### config.mk
export PLATFORM = sky130hd
export DESIGN_NAME = twowire_slave_tx
export DESIGN_NICKNAME = d
export VERILOG_FILES = /design/src/verilog/twowire_pkg.sv /design/src/verilog/pin_sync.sv /design/src/verilog/twowire_slave_tx.sv
export SDC_FILE = /design/constraint.sdc
export NUM_CORES = 1
export LEC_CHECK = 0
export ABC_AREA = 1
export BUFFER_PORTS_ARGS = -buffer_cell sky130_fd_sc_hd__buf_2
export CELL_PAD_IN_SITES_DETAIL_PLACEMENT = 0
export CELL_PAD_IN_SITES_GLOBAL_PLACEMENT = 1
export CORE_MARGIN = 2
export CORE_UTILIZATION = 30
export CTS_CLUSTER_SIZE = 25
export DETAILED_ROUTE_END_ITERATION = 16
export HOLD_SLACK_MARGIN = 0.03
export PLACE_DENSITY_LB_ADDON = 0.1
export SYNTH_ARGS = -nofsm -noshare
export SYNTH_HDL_FRONTEND = slang
export SYNTH_HIERARCHICAL = 1
export SYNTH_SLANG_ARGS = --single-unit
### constraint.sdc
create_clock -name clk_i -period 4.25 [get_ports clk_i]
set_input_delay 0.2125 -clock clk_i [delete_from_list [all_inputs] [get_ports clk_i]]
set_output_delay 0.2125 -clock clk_i [all_outputs]
set_load 0.05 [all_outputs]
### src/verilog/twowire_pkg.sv
// Constants, field layout, status codes and phase type of the two-wire slave transmitter.
// Assumes a single 20 MHz system clock and a classic Wishbone register bus.
package twowire_pkg;

  // ==========================================================================
  // Register offsets (byte addresses).
  localparam logic [7:0] OFS_BYTE_BUFFER  = 8'h00;
  localparam logic [7:0] OFS_CONTROL      = 8'h04;
  localparam logic [7:0] OFS_STATE_REPORT = 8'h08;
  localparam logic [7:0] OFS_OWN_ADDRESS  = 8'h0C;

  // ==========================================================================
  // Control register fields.
  localparam int CTL_JOB_DONE = 7;
  localparam int CTL_ACK_EN   = 6;
  localparam int CTL_CLAIM    = 5;
  localparam int CTL_RELEASE  = 4;
  localparam int CTL_ENABLE   = 2;
  localparam logic [7:0] CTL_WRITABLE = 8'h74;

  // ==========================================================================
  // Reset values.
  localparam logic [7:0] CONTROL_RESET     = 8'h00;
  localparam logic [7:0] OWN_ADDRESS_RESET = 8'h00;
  localparam logic [7:0] BYTE_BUFFER_RESET = 8'hFF;
  localparam logic [7:0] STATUS_RESET      = 8'hF8;

  // ==========================================================================
  // Status codes.
  localparam logic [7:0] ST_OWN_READ  = 8'hA8;
  localparam logic [7:0] ST_ARB_READ  = 8'hB0;
  localparam logic [7:0] ST_DATA_ACK  = 8'hB8;
  localparam logic [7:0] ST_DATA_NACK = 8'hC0;
  localparam logic [7:0] ST_LAST_ACK  = 8'hC8;
  localparam logic [7:0] ST_NO_INFO   = 8'hF8;
  localparam logic [7:0] ST_BUS_ERROR = 8'h00;

  // ==========================================================================
  // Frame geometry.
  localparam logic [3:0] BYTE_BITS = 4'h8;
  localparam logic [3:0] LAST_BIT  = 4'h7;
  localparam logic [6:0] BROADCAST_ADDRESS = 7'h00;

  typedef enum logic [2:0] {
    PH_IDLE,
    PH_ADDR,
    PH_ADDR_ACK,
    PH_TX,
    PH_TX_ACK,
    PH_WAIT,
    PH_ERROR
  } phase_t;

endpackage

### src/verilog/pin_sync.sv
// Two-flop synchronisers with edge detection for the bus clock and data lines.
// Assumes the pins are asynchronous to clk_i and idle high.
`timescale 1ns/1ps
`default_nettype none
module pin_sync (
  // Clock and reset.
  input  wire logic       clk_i,
  input  wire logic       rst_i,
  // Pins.
  input  wire logic [1:0] pin_i,
  // Synchronised levels and edges.
  output logic      [1:0] level_o,
  output logic      [1:0] rise_o,
  output logic      [1:0] fall_o
);

  typedef struct packed {
    logic [1:0] meta;
    logic [1:0] sync;
    logic [1:0] prev;
  } sync_t;

  sync_t s_q;
  sync_t s_d;

  // ==========================================================================
  // Next state.
  always_comb begin
    s_d      = s_q;
    s_d.meta = pin_i;
    s_d.sync = s_q.meta;
    s_d.prev = s_q.sync;
  end

  always_ff @(posedge clk_i) begin
    if (rst_i) begin
      s_q <= '{meta: 2'h3, sync: 2'h3, prev: 2'h3};
    end else begin
      s_q <= s_d;
    end
  end

  assign level_o = s_q.sync;
  assign rise_o  = s_q.sync & ~s_q.prev;
  assign fall_o  = ~s_q.sync & s_q.prev;

endmodule
`default_nettype wire

### src/verilog/twowire_slave_tx.sv
// Slave transmitter of the two-wire unit with its Wishbone register file.
// Assumes open-drain pins resolved outside and a master part that reports lost arbitration.
//
// Added by the designer: the Wishbone register port and the register offsets.
`timescale 1ns/1ps
`default_nettype none
module twowire_slave_tx (
  // Clock and reset.
  input  wire logic        clk_i,
  input  wire logic        rst_i,
  // Wishbone slave.
  input  wire logic        wb_cyc_i,
  input  wire logic        wb_stb_i,
  input  wire logic        wb_we_i,
  input  wire logic [7:0]  wb_adr_i,
  input  wire logic [31:0] wb_dat_i,
  input  wire logic [3:0]  wb_sel_i,
  output logic      [31:0] wb_dat_o,
  output logic             wb_ack_o,
  // Bus clock line.
  input  wire logic        scl_i,
  output logic             scl_o,
  output logic             scl_oe_o,
  // Bus data line.
  input  wire logic        sda_i,
  output logic             sda_o,
  output logic             sda_oe_o,
  // Master part.
  input  wire logic        arb_lost_i,
  output logic             claim_start_o,
  output logic             rx_handoff_o
);

  typedef struct packed {
    twowire_pkg::phase_t ph;
    logic [7:0]          shreg;
    logic [3:0]          bits;
    logic [7:0]          buffer;
    logic [7:0]          ctl;
    logic [7:0]          own;
    logic [7:0]          status;
    logic                last;
    logic                acked;
    logic                busy;
    logic                scl_hold;
    logic                sda_low;
    logic                claim;
    logic                handoff;
    logic                ack;
    logic [31:0]         rdata;
  } state_t;

  state_t     s_q;
  state_t     s_d;
  logic [1:0] lvl;
  logic [1:0] rise;
  logic [1:0] fall;

  // ==========================================================================
  // Pin synchronisers: bit 1 is the clock line, bit 0 the data line.
  pin_sync u_sync (
    .clk_i   (clk_i),
    .rst_i   (rst_i),
    .pin_i   ({scl_i, sda_i}),
    .level_o (lvl),
    .rise_o  (rise),
    .fall_o  (fall)
  );

  // ==========================================================================
  // Helpers.
  function automatic logic in_frame(input twowire_pkg::phase_t ph, input logic [3:0] bits);
    in_frame = (ph == twowire_pkg::PH_ADDR && bits != 4'h0) || ph == twowire_pkg::PH_ADDR_ACK ||
               ph == twowire_pkg::PH_TX || ph == twowire_pkg::PH_TX_ACK;
  endfunction

  function automatic logic is_final(input logic [7:0] code);
    is_final = code == twowire_pkg::ST_DATA_NACK || code == twowire_pkg::ST_LAST_ACK;
  endfunction

  logic scl_hi;
  logic start_seen;
  logic stop_seen;
  logic req;
  logic wr;
  logic sw_clear;
  logic own_hit;
  logic bc_hit;

  assign scl_hi     = lvl[1];
  assign start_seen = fall[0] & scl_hi;
  assign stop_seen  = rise[0] & scl_hi;
  assign req        = wb_cyc_i & wb_stb_i & ~s_q.ack;
  assign wr         = req & wb_we_i & wb_sel_i[0];
  assign sw_clear   = wr && wb_adr_i == twowire_pkg::OFS_CONTROL && wb_dat_i[twowire_pkg::CTL_JOB_DONE];
  assign own_hit    = s_q.shreg[7:1] == s_q.own[7:1];
  assign bc_hit     = s_q.shreg[7:1] == twowire_pkg::BROADCAST_ADDRESS && s_q.own[0];

  // ==========================================================================
  // Next state.
  always_comb begin
    s_d         = s_q;
    s_d.ack     = req;
    s_d.handoff = 1'b0;

    // Register reads.
    if (req) begin
      s_d.rdata = 32'h0000_0000;
      unique case (wb_adr_i)
        twowire_pkg::OFS_BYTE_BUFFER:  s_d.rdata[7:0] = s_q.buffer;
        twowire_pkg::OFS_CONTROL:      s_d.rdata[7:0] = s_q.ctl;
        twowire_pkg::OFS_STATE_REPORT: s_d.rdata[7:0] = s_q.ctl[twowire_pkg::CTL_JOB_DONE] ?
                                                         s_q.status : twowire_pkg::ST_NO_INFO;
        twowire_pkg::OFS_OWN_ADDRESS:  s_d.rdata[7:0] = s_q.own;
        default:                       s_d.rdata = 32'h0000_0000;
      endcase
    end

    // Register writes.
    if (wr) begin
      unique case (wb_adr_i)
        twowire_pkg::OFS_BYTE_BUFFER: s_d.buffer = wb_dat_i[7:0];
        twowire_pkg::OFS_OWN_ADDRESS: s_d.own = wb_dat_i[7:0];
        twowire_pkg::OFS_CONTROL: begin
          s_d.ctl = wb_dat_i[7:0] & twowire_pkg::CTL_WRITABLE;
          s_d.ctl[twowire_pkg::CTL_JOB_DONE] = s_q.ctl[twowire_pkg::CTL_JOB_DONE] & ~sw_clear;
        end
        default: s_d.buffer = s_d.buffer;
      endcase
    end

    // Bus occupancy.
    if (start_seen) begin
      s_d.busy = 1'b1;
    end else if (stop_seen) begin
      s_d.busy = 1'b0;
    end

    // Transfer sequencing.
    if (!s_q.ctl[twowire_pkg::CTL_ENABLE]) begin
      s_d.ph       = twowire_pkg::PH_IDLE;
      s_d.scl_hold = 1'b0;
      s_d.sda_low  = 1'b0;
    end else if ((start_seen || stop_seen) && in_frame(s_q.ph, s_q.bits)) begin
      s_d.ph       = twowire_pkg::PH_ERROR;
      s_d.scl_hold = 1'b0;
      s_d.sda_low  = 1'b0;
      s_d.status   = twowire_pkg::ST_BUS_ERROR;
      s_d.ctl[twowire_pkg::CTL_JOB_DONE] = 1'b1;
    end else begin
      unique case (s_q.ph)
        twowire_pkg::PH_IDLE: begin
          if (start_seen && s_q.ctl[twowire_pkg::CTL_ACK_EN]) begin
            s_d.ph   = twowire_pkg::PH_ADDR;
            s_d.bits = 4'h0;
          end
        end
        twowire_pkg::PH_ADDR: begin
          if (start_seen) begin
            s_d.bits = 4'h0;
          end else if (stop_seen) begin
            s_d.ph = twowire_pkg::PH_IDLE;
          end else if (rise[1] && s_q.bits != twowire_pkg::BYTE_BITS) begin
            s_d.shreg = {s_q.shreg[6:0], lvl[0]};
            s_d.bits  = s_q.bits + 4'h1;
          end else if (fall[1] && s_q.bits == twowire_pkg::BYTE_BITS) begin
            s_d.ph = twowire_pkg::PH_IDLE;
            if (own_hit && s_q.shreg[0]) begin
              s_d.ph      = twowire_pkg::PH_ADDR_ACK;
              s_d.sda_low = 1'b1;
            end else if ((own_hit || bc_hit) && !s_q.shreg[0]) begin
              s_d.handoff = 1'b1;
            end
          end
        end
        twowire_pkg::PH_ADDR_ACK: begin
          if (fall[1]) begin
            s_d.ph       = twowire_pkg::PH_WAIT;
            s_d.sda_low  = 1'b0;
            s_d.scl_hold = 1'b1;
            s_d.status   = arb_lost_i ? twowire_pkg::ST_ARB_READ : twowire_pkg::ST_OWN_READ;
            s_d.ctl[twowire_pkg::CTL_JOB_DONE] = 1'b1;
          end
        end
        twowire_pkg::PH_WAIT: begin
          if (sw_clear) begin
            s_d.scl_hold = 1'b0;
            if (is_final(s_q.status)) begin
              s_d.ph = twowire_pkg::PH_IDLE;
            end else begin
              s_d.ph      = twowire_pkg::PH_TX;
              s_d.shreg   = s_d.buffer;
              s_d.bits    = 4'h0;
              s_d.sda_low = ~s_d.buffer[7];
              s_d.last    = ~wb_dat_i[twowire_pkg::CTL_ACK_EN];
            end
          end
        end
        twowire_pkg::PH_TX: begin
          if (fall[1]) begin
            if (s_q.bits == twowire_pkg::LAST_BIT) begin
              s_d.ph      = twowire_pkg::PH_TX_ACK;
              s_d.sda_low = 1'b0;
            end else begin
              s_d.shreg   = {s_q.shreg[6:0], 1'b1};
              s_d.sda_low = ~s_q.shreg[6];
            end
            s_d.bits = s_q.bits + 4'h1;
          end
        end
        twowire_pkg::PH_TX_ACK: begin
          if (rise[1]) begin
            s_d.acked = ~lvl[0];
          end else if (fall[1]) begin
            s_d.ph       = twowire_pkg::PH_WAIT;
            s_d.scl_hold = 1'b1;
            s_d.ctl[twowire_pkg::CTL_JOB_DONE] = 1'b1;
            if (!s_q.acked) begin
              s_d.status = twowire_pkg::ST_DATA_NACK;
            end else if (s_q.last) begin
              s_d.status = twowire_pkg::ST_LAST_ACK;
            end else begin
              s_d.status = twowire_pkg::ST_DATA_ACK;
            end
          end
        end
        twowire_pkg::PH_ERROR: begin
          s_d.scl_hold = 1'b0;
          s_d.sda_low  = 1'b0;
          if (sw_clear && wb_dat_i[twowire_pkg::CTL_RELEASE]) begin
            s_d.ph = twowire_pkg::PH_IDLE;
            s_d.ctl[twowire_pkg::CTL_RELEASE] = 1'b0;
          end
        end
        default: s_d.ph = twowire_pkg::PH_IDLE;
      endcase
    end

    // Start request toward the master part once the bus is free.
    s_d.claim = s_d.ctl[twowire_pkg::CTL_CLAIM] && s_d.ctl[twowire_pkg::CTL_ENABLE] &&
                !s_d.busy && s_d.ph == twowire_pkg::PH_IDLE;
  end

  // ==========================================================================
  // State register.
  always_ff @(posedge clk_i) begin
    if (rst_i) begin
      s_q <= '{ph: twowire_pkg::PH_IDLE, shreg: 8'h00, bits: 4'h0,
               buffer: twowire_pkg::BYTE_BUFFER_RESET, ctl: twowire_pkg::CONTROL_RESET,
               own: twowire_pkg::OWN_ADDRESS_RESET, status: twowire_pkg::STATUS_RESET,
               last: 1'b0, acked: 1'b0, busy: 1'b0, scl_hold: 1'b0, sda_low: 1'b0,
               claim: 1'b0, handoff: 1'b0, ack: 1'b0, rdata: 32'h0000_0000};
    end else begin
      s_q <= s_d;
    end
  end

  // ==========================================================================
  // Outputs.
  assign wb_dat_o      = s_q.rdata;
  assign wb_ack_o      = s_q.ack;
  assign scl_o         = 1'b0;
  assign scl_oe_o      = s_q.scl_hold;
  assign sda_o         = 1'b0;
  assign sda_oe_o      = s_q.sda_low;
  assign claim_start_o = s_q.claim;
  assign rx_handoff_o  = s_q.handoff;

endmodule
`default_nettype wire

* Yosys cells after proc, flatten, opt, wreduce, memory -nomap -nowiden
Index checks and enable logic that the tools add are counted.
** Word-level totals
- Register bits after elaboration :: 66
- Bits in latches :: 0
- RAM bits :: 0
- Bits in read-only memories :: 0
- Bits of input ports :: 52
- Output and inout port bits :: 39
- Word-level logic and storage cells :: 184
- Memories :: 0
** Cells by class
- $add $sub $neg :: 1
- $mul :: 0
- Divide/modulo/power cells :: 0
- $lt $le $gt $ge :: 0
- Equal/unequal tests :: 34
- Shifts and indexed selects :: 0
- Multiplexer cells :: 64
- Bitwise gates (word level) :: 22
- Reductions and logical operators :: 43
** Operators by type and width (count)
- $mux W8 :: 9
- $mux W12 :: 3
- $pmux W8 S4 :: 1
- $mux W15 :: 2
- $mux W3 :: 10
- $mux W24 :: 1
- $pmux W8 S3 :: 1
- $ne A2 B2 Y1 const B :: 11
- $mux W1 :: 21
- $pmux W3 S7 :: 1
- $reduce_and A10 Y1 :: 2
- $eq A8 B4 Y1 const B :: 2
- $eq A8 B8 Y1 const B :: 2
- $pmux W4 S4 :: 1
- $pmux W8 S2 :: 1
- $reduce_and A5 Y1 :: 3
- $logic_and A1 B1 Y1 :: 14
- $mux W7 :: 2
- $ne A3 B2 Y1 const B :: 4
- $reduce_bool A4 Y1 :: 3
- $mux W11 :: 1
- $not A1 Y1 :: 11
- $eq A3 B3 Y1 const B :: 3
- $reduce_and A9 Y1 :: 1
- other kinds (30) :: 54

* Longest topological paths before layout
- Word-level depth :: 17
- Mapped depth :: 13
- Mapped depth without buffers :: 12

* Hierarchy
Netlist, hierarchy kept.
** Modules (own cells, without submodules)
- twowire_slave_tx :: times used 1, cells each 524, area each 3475.8 sq um, sequential area each 1141.1 sq um
- pin_sync :: times used 1, cells each 27, area each 206.4 sq um, sequential area each 120.1 sq um

* Least setup slack after synthesis
No wires, ideal clock.
- Path type :: register to register
- From :: register s_q, in the netlist wb_ack_o
- To :: register s_q[78] in the netlist's numbering
- Setup time :: 0.113 ns
- Arrival time :: 1.573 ns
- Required time :: 4.137 ns
- Slack :: 2.564 ns
- Stages on the path, launching flop included :: 10
- Path buffers :: 1
- Clock period less this slack :: 1.686 ns
- Cells stage by stage :: dfxtp_1 > inv_1 > nand3_1 > nor2_2 > nand3_4 > a21boi_4 > nand4_4 > buf_6 > nor2_1 > nor2_1
** Between the ends
- Cells in the longest elaborated chain, start to end :: 8
- Elaborated cells on any way between the ends :: 12
- Those cells by class :: eq/ne (1); mux (4); bitwise (4); reduce/logical (3)
** RTL lines
- start, declared :: line twowire_slave_tx.sv:53 : state_t s_q;
- start signal, assigned :: line twowire_slave_tx.sv:248 : s_q <= '{ph: twowire_pkg::PH_IDLE, shreg: 8'h00, bits: 4'h0,
- $not A1 Y1 (*) :: line twowire_slave_tx.sv:93 : assign req = wb_cyc_i & wb_stb_i & ~s_q.ack;
- $and A1 B1 Y1 (*) :: line twowire_slave_tx.sv:93
- $and A1 B1 Y1 (*) (2 in series) :: line twowire_slave_tx.sv:94 : assign wr = req & wb_we_i & wb_sel_i[0];
- $mux W24 / $logic_and A1 B1 Y1 (equally long branches) :: line twowire_slave_tx.sv:120, twowire_slave_tx.sv:95
- $mux W12 / $logic_and A1 B1 Y1 (equally long branches) :: line twowire_slave_tx.sv:188, twowire_slave_tx.sv:95
- $mux W15 / $ne A2 B2 Y1 (equally long branches)
- $pmux W8 S3 / $reduce_and A10 Y1 (equally long branches)
Mark *: on every way between the ends. The rest lies on a longest branch, timed or not. The select of a mux whose other input is x is not followed.
A chain may end at the register's enable or synchronous reset.

* Worst setup path after layout
- From :: register s_q, in the netlist wb_ack_o
- To :: register s_q, in the netlist claim_start_o
** Between the ends
- Cells in the longest elaborated chain, start to end :: 13
- Elaborated cells on any way between the ends :: 17
- Those cells by class :: mux (6); bitwise (4); reduce/logical (7)
** RTL lines
- $not A1 Y1 (*) :: line twowire_slave_tx.sv:93
- $and A1 B1 Y1 (*) :: line twowire_slave_tx.sv:93
- $and A1 B1 Y1 (*) (2 in series) :: line twowire_slave_tx.sv:94
- $logic_and A1 B1 Y1 (2 in series) :: line twowire_slave_tx.sv:95 : assign sw_clear = wr && wb_adr_i == twowire_pkg::OFS_CONTROL && wb_dat_i[twowire_pkg::CTL_JOB_DONE];
- $logic_and A1 B1 Y1 :: line twowire_slave_tx.sv:230 : if (sw_clear && wb_dat_i[twowire_pkg::CTL_RELEASE]) begin
- $mux W3 :: line twowire_slave_tx.sv:230
- $pmux W3 S7 :: line twowire_slave_tx.sv:151 : unique case (s_q.ph)
- $mux W3 :: line twowire_slave_tx.sv:144 : end else if ((start_seen || stop_seen) && in_frame(s_q.ph, s_q.bits)) begin
- $mux W3 :: line twowire_slave_tx.sv:140 : if (!s_q.ctl[twowire_pkg::CTL_ENABLE]) begin
- $logic_not A3 Y1 :: line twowire_slave_tx.sv:241 : !s_d.busy && s_d.ph == twowire_pkg::PH_IDLE;
- $logic_and A1 B1 Y1 (*) :: line twowire_slave_tx.sv:241
Marks and branches as above.

==> results_dict.tcl <==
set metrics [dict create \
    synth_edf_count 0 \
    pin_count 91 \
    power_mw 1.43 \
    fin_worst_skew_ns 0.00732 \
    ys_types 42 \
    clk-insertion-delay-late_ns 0.34 \
    synthDominantAreaCellType "dfxtp_1" \
    critical_path_peak_fanout 13 \
    maxClockFrequency_mhz 415 \
    largest_net_degree_at_the_start_of_global_routing 32 \
    synth_top_family_by_area "simple AND/OR/NAND/NOR gates" \
    fp.dieW_um 115 \
    synth_async_sr_flop_share_pct 0 \
    final-max-slew-violation-count 0 \
    critical_path.slowest_cell "nor2_2" \
    xor_xnor_portion_of_the_synthesized_cell_area_pct 1.66 \
    synth-simple-area-share_pct 35.2 \
    h-tree-depth 3 \
    die-height_um 115 \
    worst-slew-pin-transition_ns 1.11 \
    drt_pre_antenna_iters 4 \
    io_buffers 37 \
    numCtsBuffers 9 \
    core_area_um2 12000 \
    grt_first_pass_wirelength_mm 16.4 \
    ant_nets 0 \
    finish.net_count 633 \
    std_cell_rows 40 \
    required_ns 4.51 \
    unrepaired_setup_endpoints_after_global_routing "no" \
    wl_mm 10.3 \
    max-slew-margin-rel_pct 25.8 \
    yosysWarnings 6 \
    worst_path_largest_cell_delay_ns 0.65 \
    cts_hold_buffers 0 \
    post-route-drc-count 0 \
    drt_iter0_markers 208 \
    worst-r2r-setup-slack_ns 1.84 \
    route.detailed.wl_per_inst_um 14.1 \
    proportion_of_layout_cells_with_a_drive_suffix_above_1_pct 14.7 \
    report.final.hold_viol_count 0 \
    worstSetupStartpointType "register" \
    fin_setup_tns_ns 0 \
    worst-setup-path-type "register to register" \
    fillCellCount 1340 \
    fin_crit_ns 2.41 \
    vdd_ir_drop_max_mv 0.287 \
    maxCapViolations 0 \
    diodes 0 \
    groute.usage.overall_pct 16.6 \
    drt_via_density 4.63 \
    min_period_over_period_pct 56.7 \
    post_synth_inst_count 551 \
    antenna_found_initial 0 \
    crit_path_cell_trace "inv_1, nand3_1, nor2_2, nand2_1, a211oi_1, nand3_1, nor2_1" \
    tritoncts_clock_tree "built" \
    post-dp-hpwl_mm 7.92 \
    clk_pin_slew_ns 0.05 \
    cellPowerDensity_nw_per_um2 349 \
    synth_mux_area_share_pct 0 \
    grt_pass1_vias 3180 \
    root_buffer "clkbuf_16" \
    critPathBufInv 1 \
    crit_family "simple AND/OR/NAND/NOR gates" \
    initial_core_util_pct 30.7 \
    routabilityCongestion 0.869 \
    critical_path.most_common_cell "nand3_1" \
    synth-compound-area-share_pct 12.3 \
    timing.hold.ws_ns 0.0567 \
    syn_area_per_cell_um2 6.68 \
    synth.top_cell.area_share_pct 34.3 \
    p_leak_nw 1.94 \
    post-cts-setup-buffer-count 0 \
    area_growth_syn_to_layout_pct 11.4 \
    ys_ff_latch 63 \
    clock_sink_count 63 \
    critPathCaptureType "register" \
    setup_viol_count_final 0 \
    dominantRegCellSynth "dfxtp_1" \
    design.die.area_um2 13200 \
    synth.cell_area_um2 3680 \
    clockBufferDepth 2 \
    total_via_count_after_detailed_routing 3384 \
    result_of_the_run "finished clean" \
    synth_area_leaders "dfxtp_1, nand2_1, buf_4, nor2_1, inv_1" \
    cts_repair_resize_count 0 \
    seq_area_frac_synth_pct 34.3 \
    holdCritPathClass "input port to register" \
    synth-adder-area-share_pct 0.680 \
    remaining_global_route_overflow 0 \
    wp_data_arrival_ns 2.67 \
]
==> layout by cell type, fill, tap and decap left out, types with 4 or more instances in the layout <==
| master | count |
|---|---|
| buf_2 | 37 |
| nor2_1 | 74 |
| nand2_1 | 145 |
| o211ai_1 | 5 |
| inv_2 | 11 |
| clkbuf_16 | 9 |
| nand3_1 | 35 |
| nand2_2 | 6 |
| inv_1 | 54 |
| a21oi_1 | 27 |
| dfxtp_1 | 63 |
| nor2_2 | 4 |
| nand4_1 | 10 |
| o21ai_1 | 5 |
| o21ai_0 | 29 |
| xnor2_1 | 4 |
| conb_1 | 26 |
==> where the power goes <==
part           internal (mW)  leakage [nW]  switching (mW)  total [mW]
clock                  0.469         0.140           0.265       0.735
combinational         0.0153          1.30          0.0869       0.102
sequential             0.594         0.509         0.00178       0.596
==> synth_stat cells (3+ instances only) <==
library cell and n:
a21oi_1 27, buf_4 38, clkbuf_1 4, dfxtp_1 63, inv_1 54, inv_2 11
nand2_1 145, nand2_2 6, nand3_1 35, nand4_1 10, nor2_1 74, nor2_2 4
nor2_4 3, o211ai_1 5, o21ai_0 29, o21ai_1 5, xnor2_1 4, xor2_1 3
==> kinds of logic after synthesis <==
logic type                 after synthesis
and+or+nand+nor                        290
other                                    1
xor gates and xnor gates                 7
AOI/OAI and AO/OA                       78
DFF                                     63
adders and majority gates                2
buffers and inverters                  110
==> tightest hold or removal path, stage by stage <==
cell,delay (ns)
buf_2,0.07
inv_1,0.03
nand2_1,0.04
==> per-stage QoR <==
stage / instance area, um2 / utilization, % / instances / worst slack [ns]
finish: 4100 / 34.1 / 731 / 1.84
global route: 4100 / 34.1 / 731 / 1.59
CTS: 4100 / 34.1 / 731 / 1.80
detailed placement: 3810 / 31.7 / 715 / 1.84
global placement: 3810 / 31.7 / 715 / 1.80
floorplan: 3780 / - / 576 / 2.56
==> registers in the layout, indices dropped and copies added (netlist names) <==
register,flops
claim_start_o,1
rx_handoff_o,1
s_q,44
scl_oe_o,1
sda_oe_o,1
u_sync/level_o,2
u_sync/s_d,2
u_sync/s_q,2
wb_ack_o,1
wb_dat_o,8
==> layer usage <==
layer	vias to the layer above	global-route usage (%)	part of all wire, %
li1	1753	-	-
met5	-	0	0
met4	0	5.30	1.2
met3	11	5.17	5.1
met2	72	26.8	48
met1	1548	21.3	46
==> layout make-up <==
class / instances / area [um2] / share of cell area (%)
Tap cell: 147 / 184 / 4.48
Clock inverter: 3 / 42.5 / 1.04
Timing Repair Buffer: 37 / 185 / 4.51
Multi-Input combinational cell: 403 / 1930 / 47.2
Clock buffer: 13 / 250 / 6.10
Inverter: 65 / 244 / 5.95
Sequential cell: 63 / 1260 / 30.8
==> path summary, 6_finish.rpt <==
check	end	depth (start not counted)	from
worst min register to register	u_sync/level_o[0]	2	u_sync/s_d[2]
worst max register to register	claim_start_o	7	wb_ack_o
worst min-delay path	u_sync/s_d[3]	3	scl_i
worst max-delay path	claim_start_o	7	wb_ack_o
(Power assumes the default switching activity.)
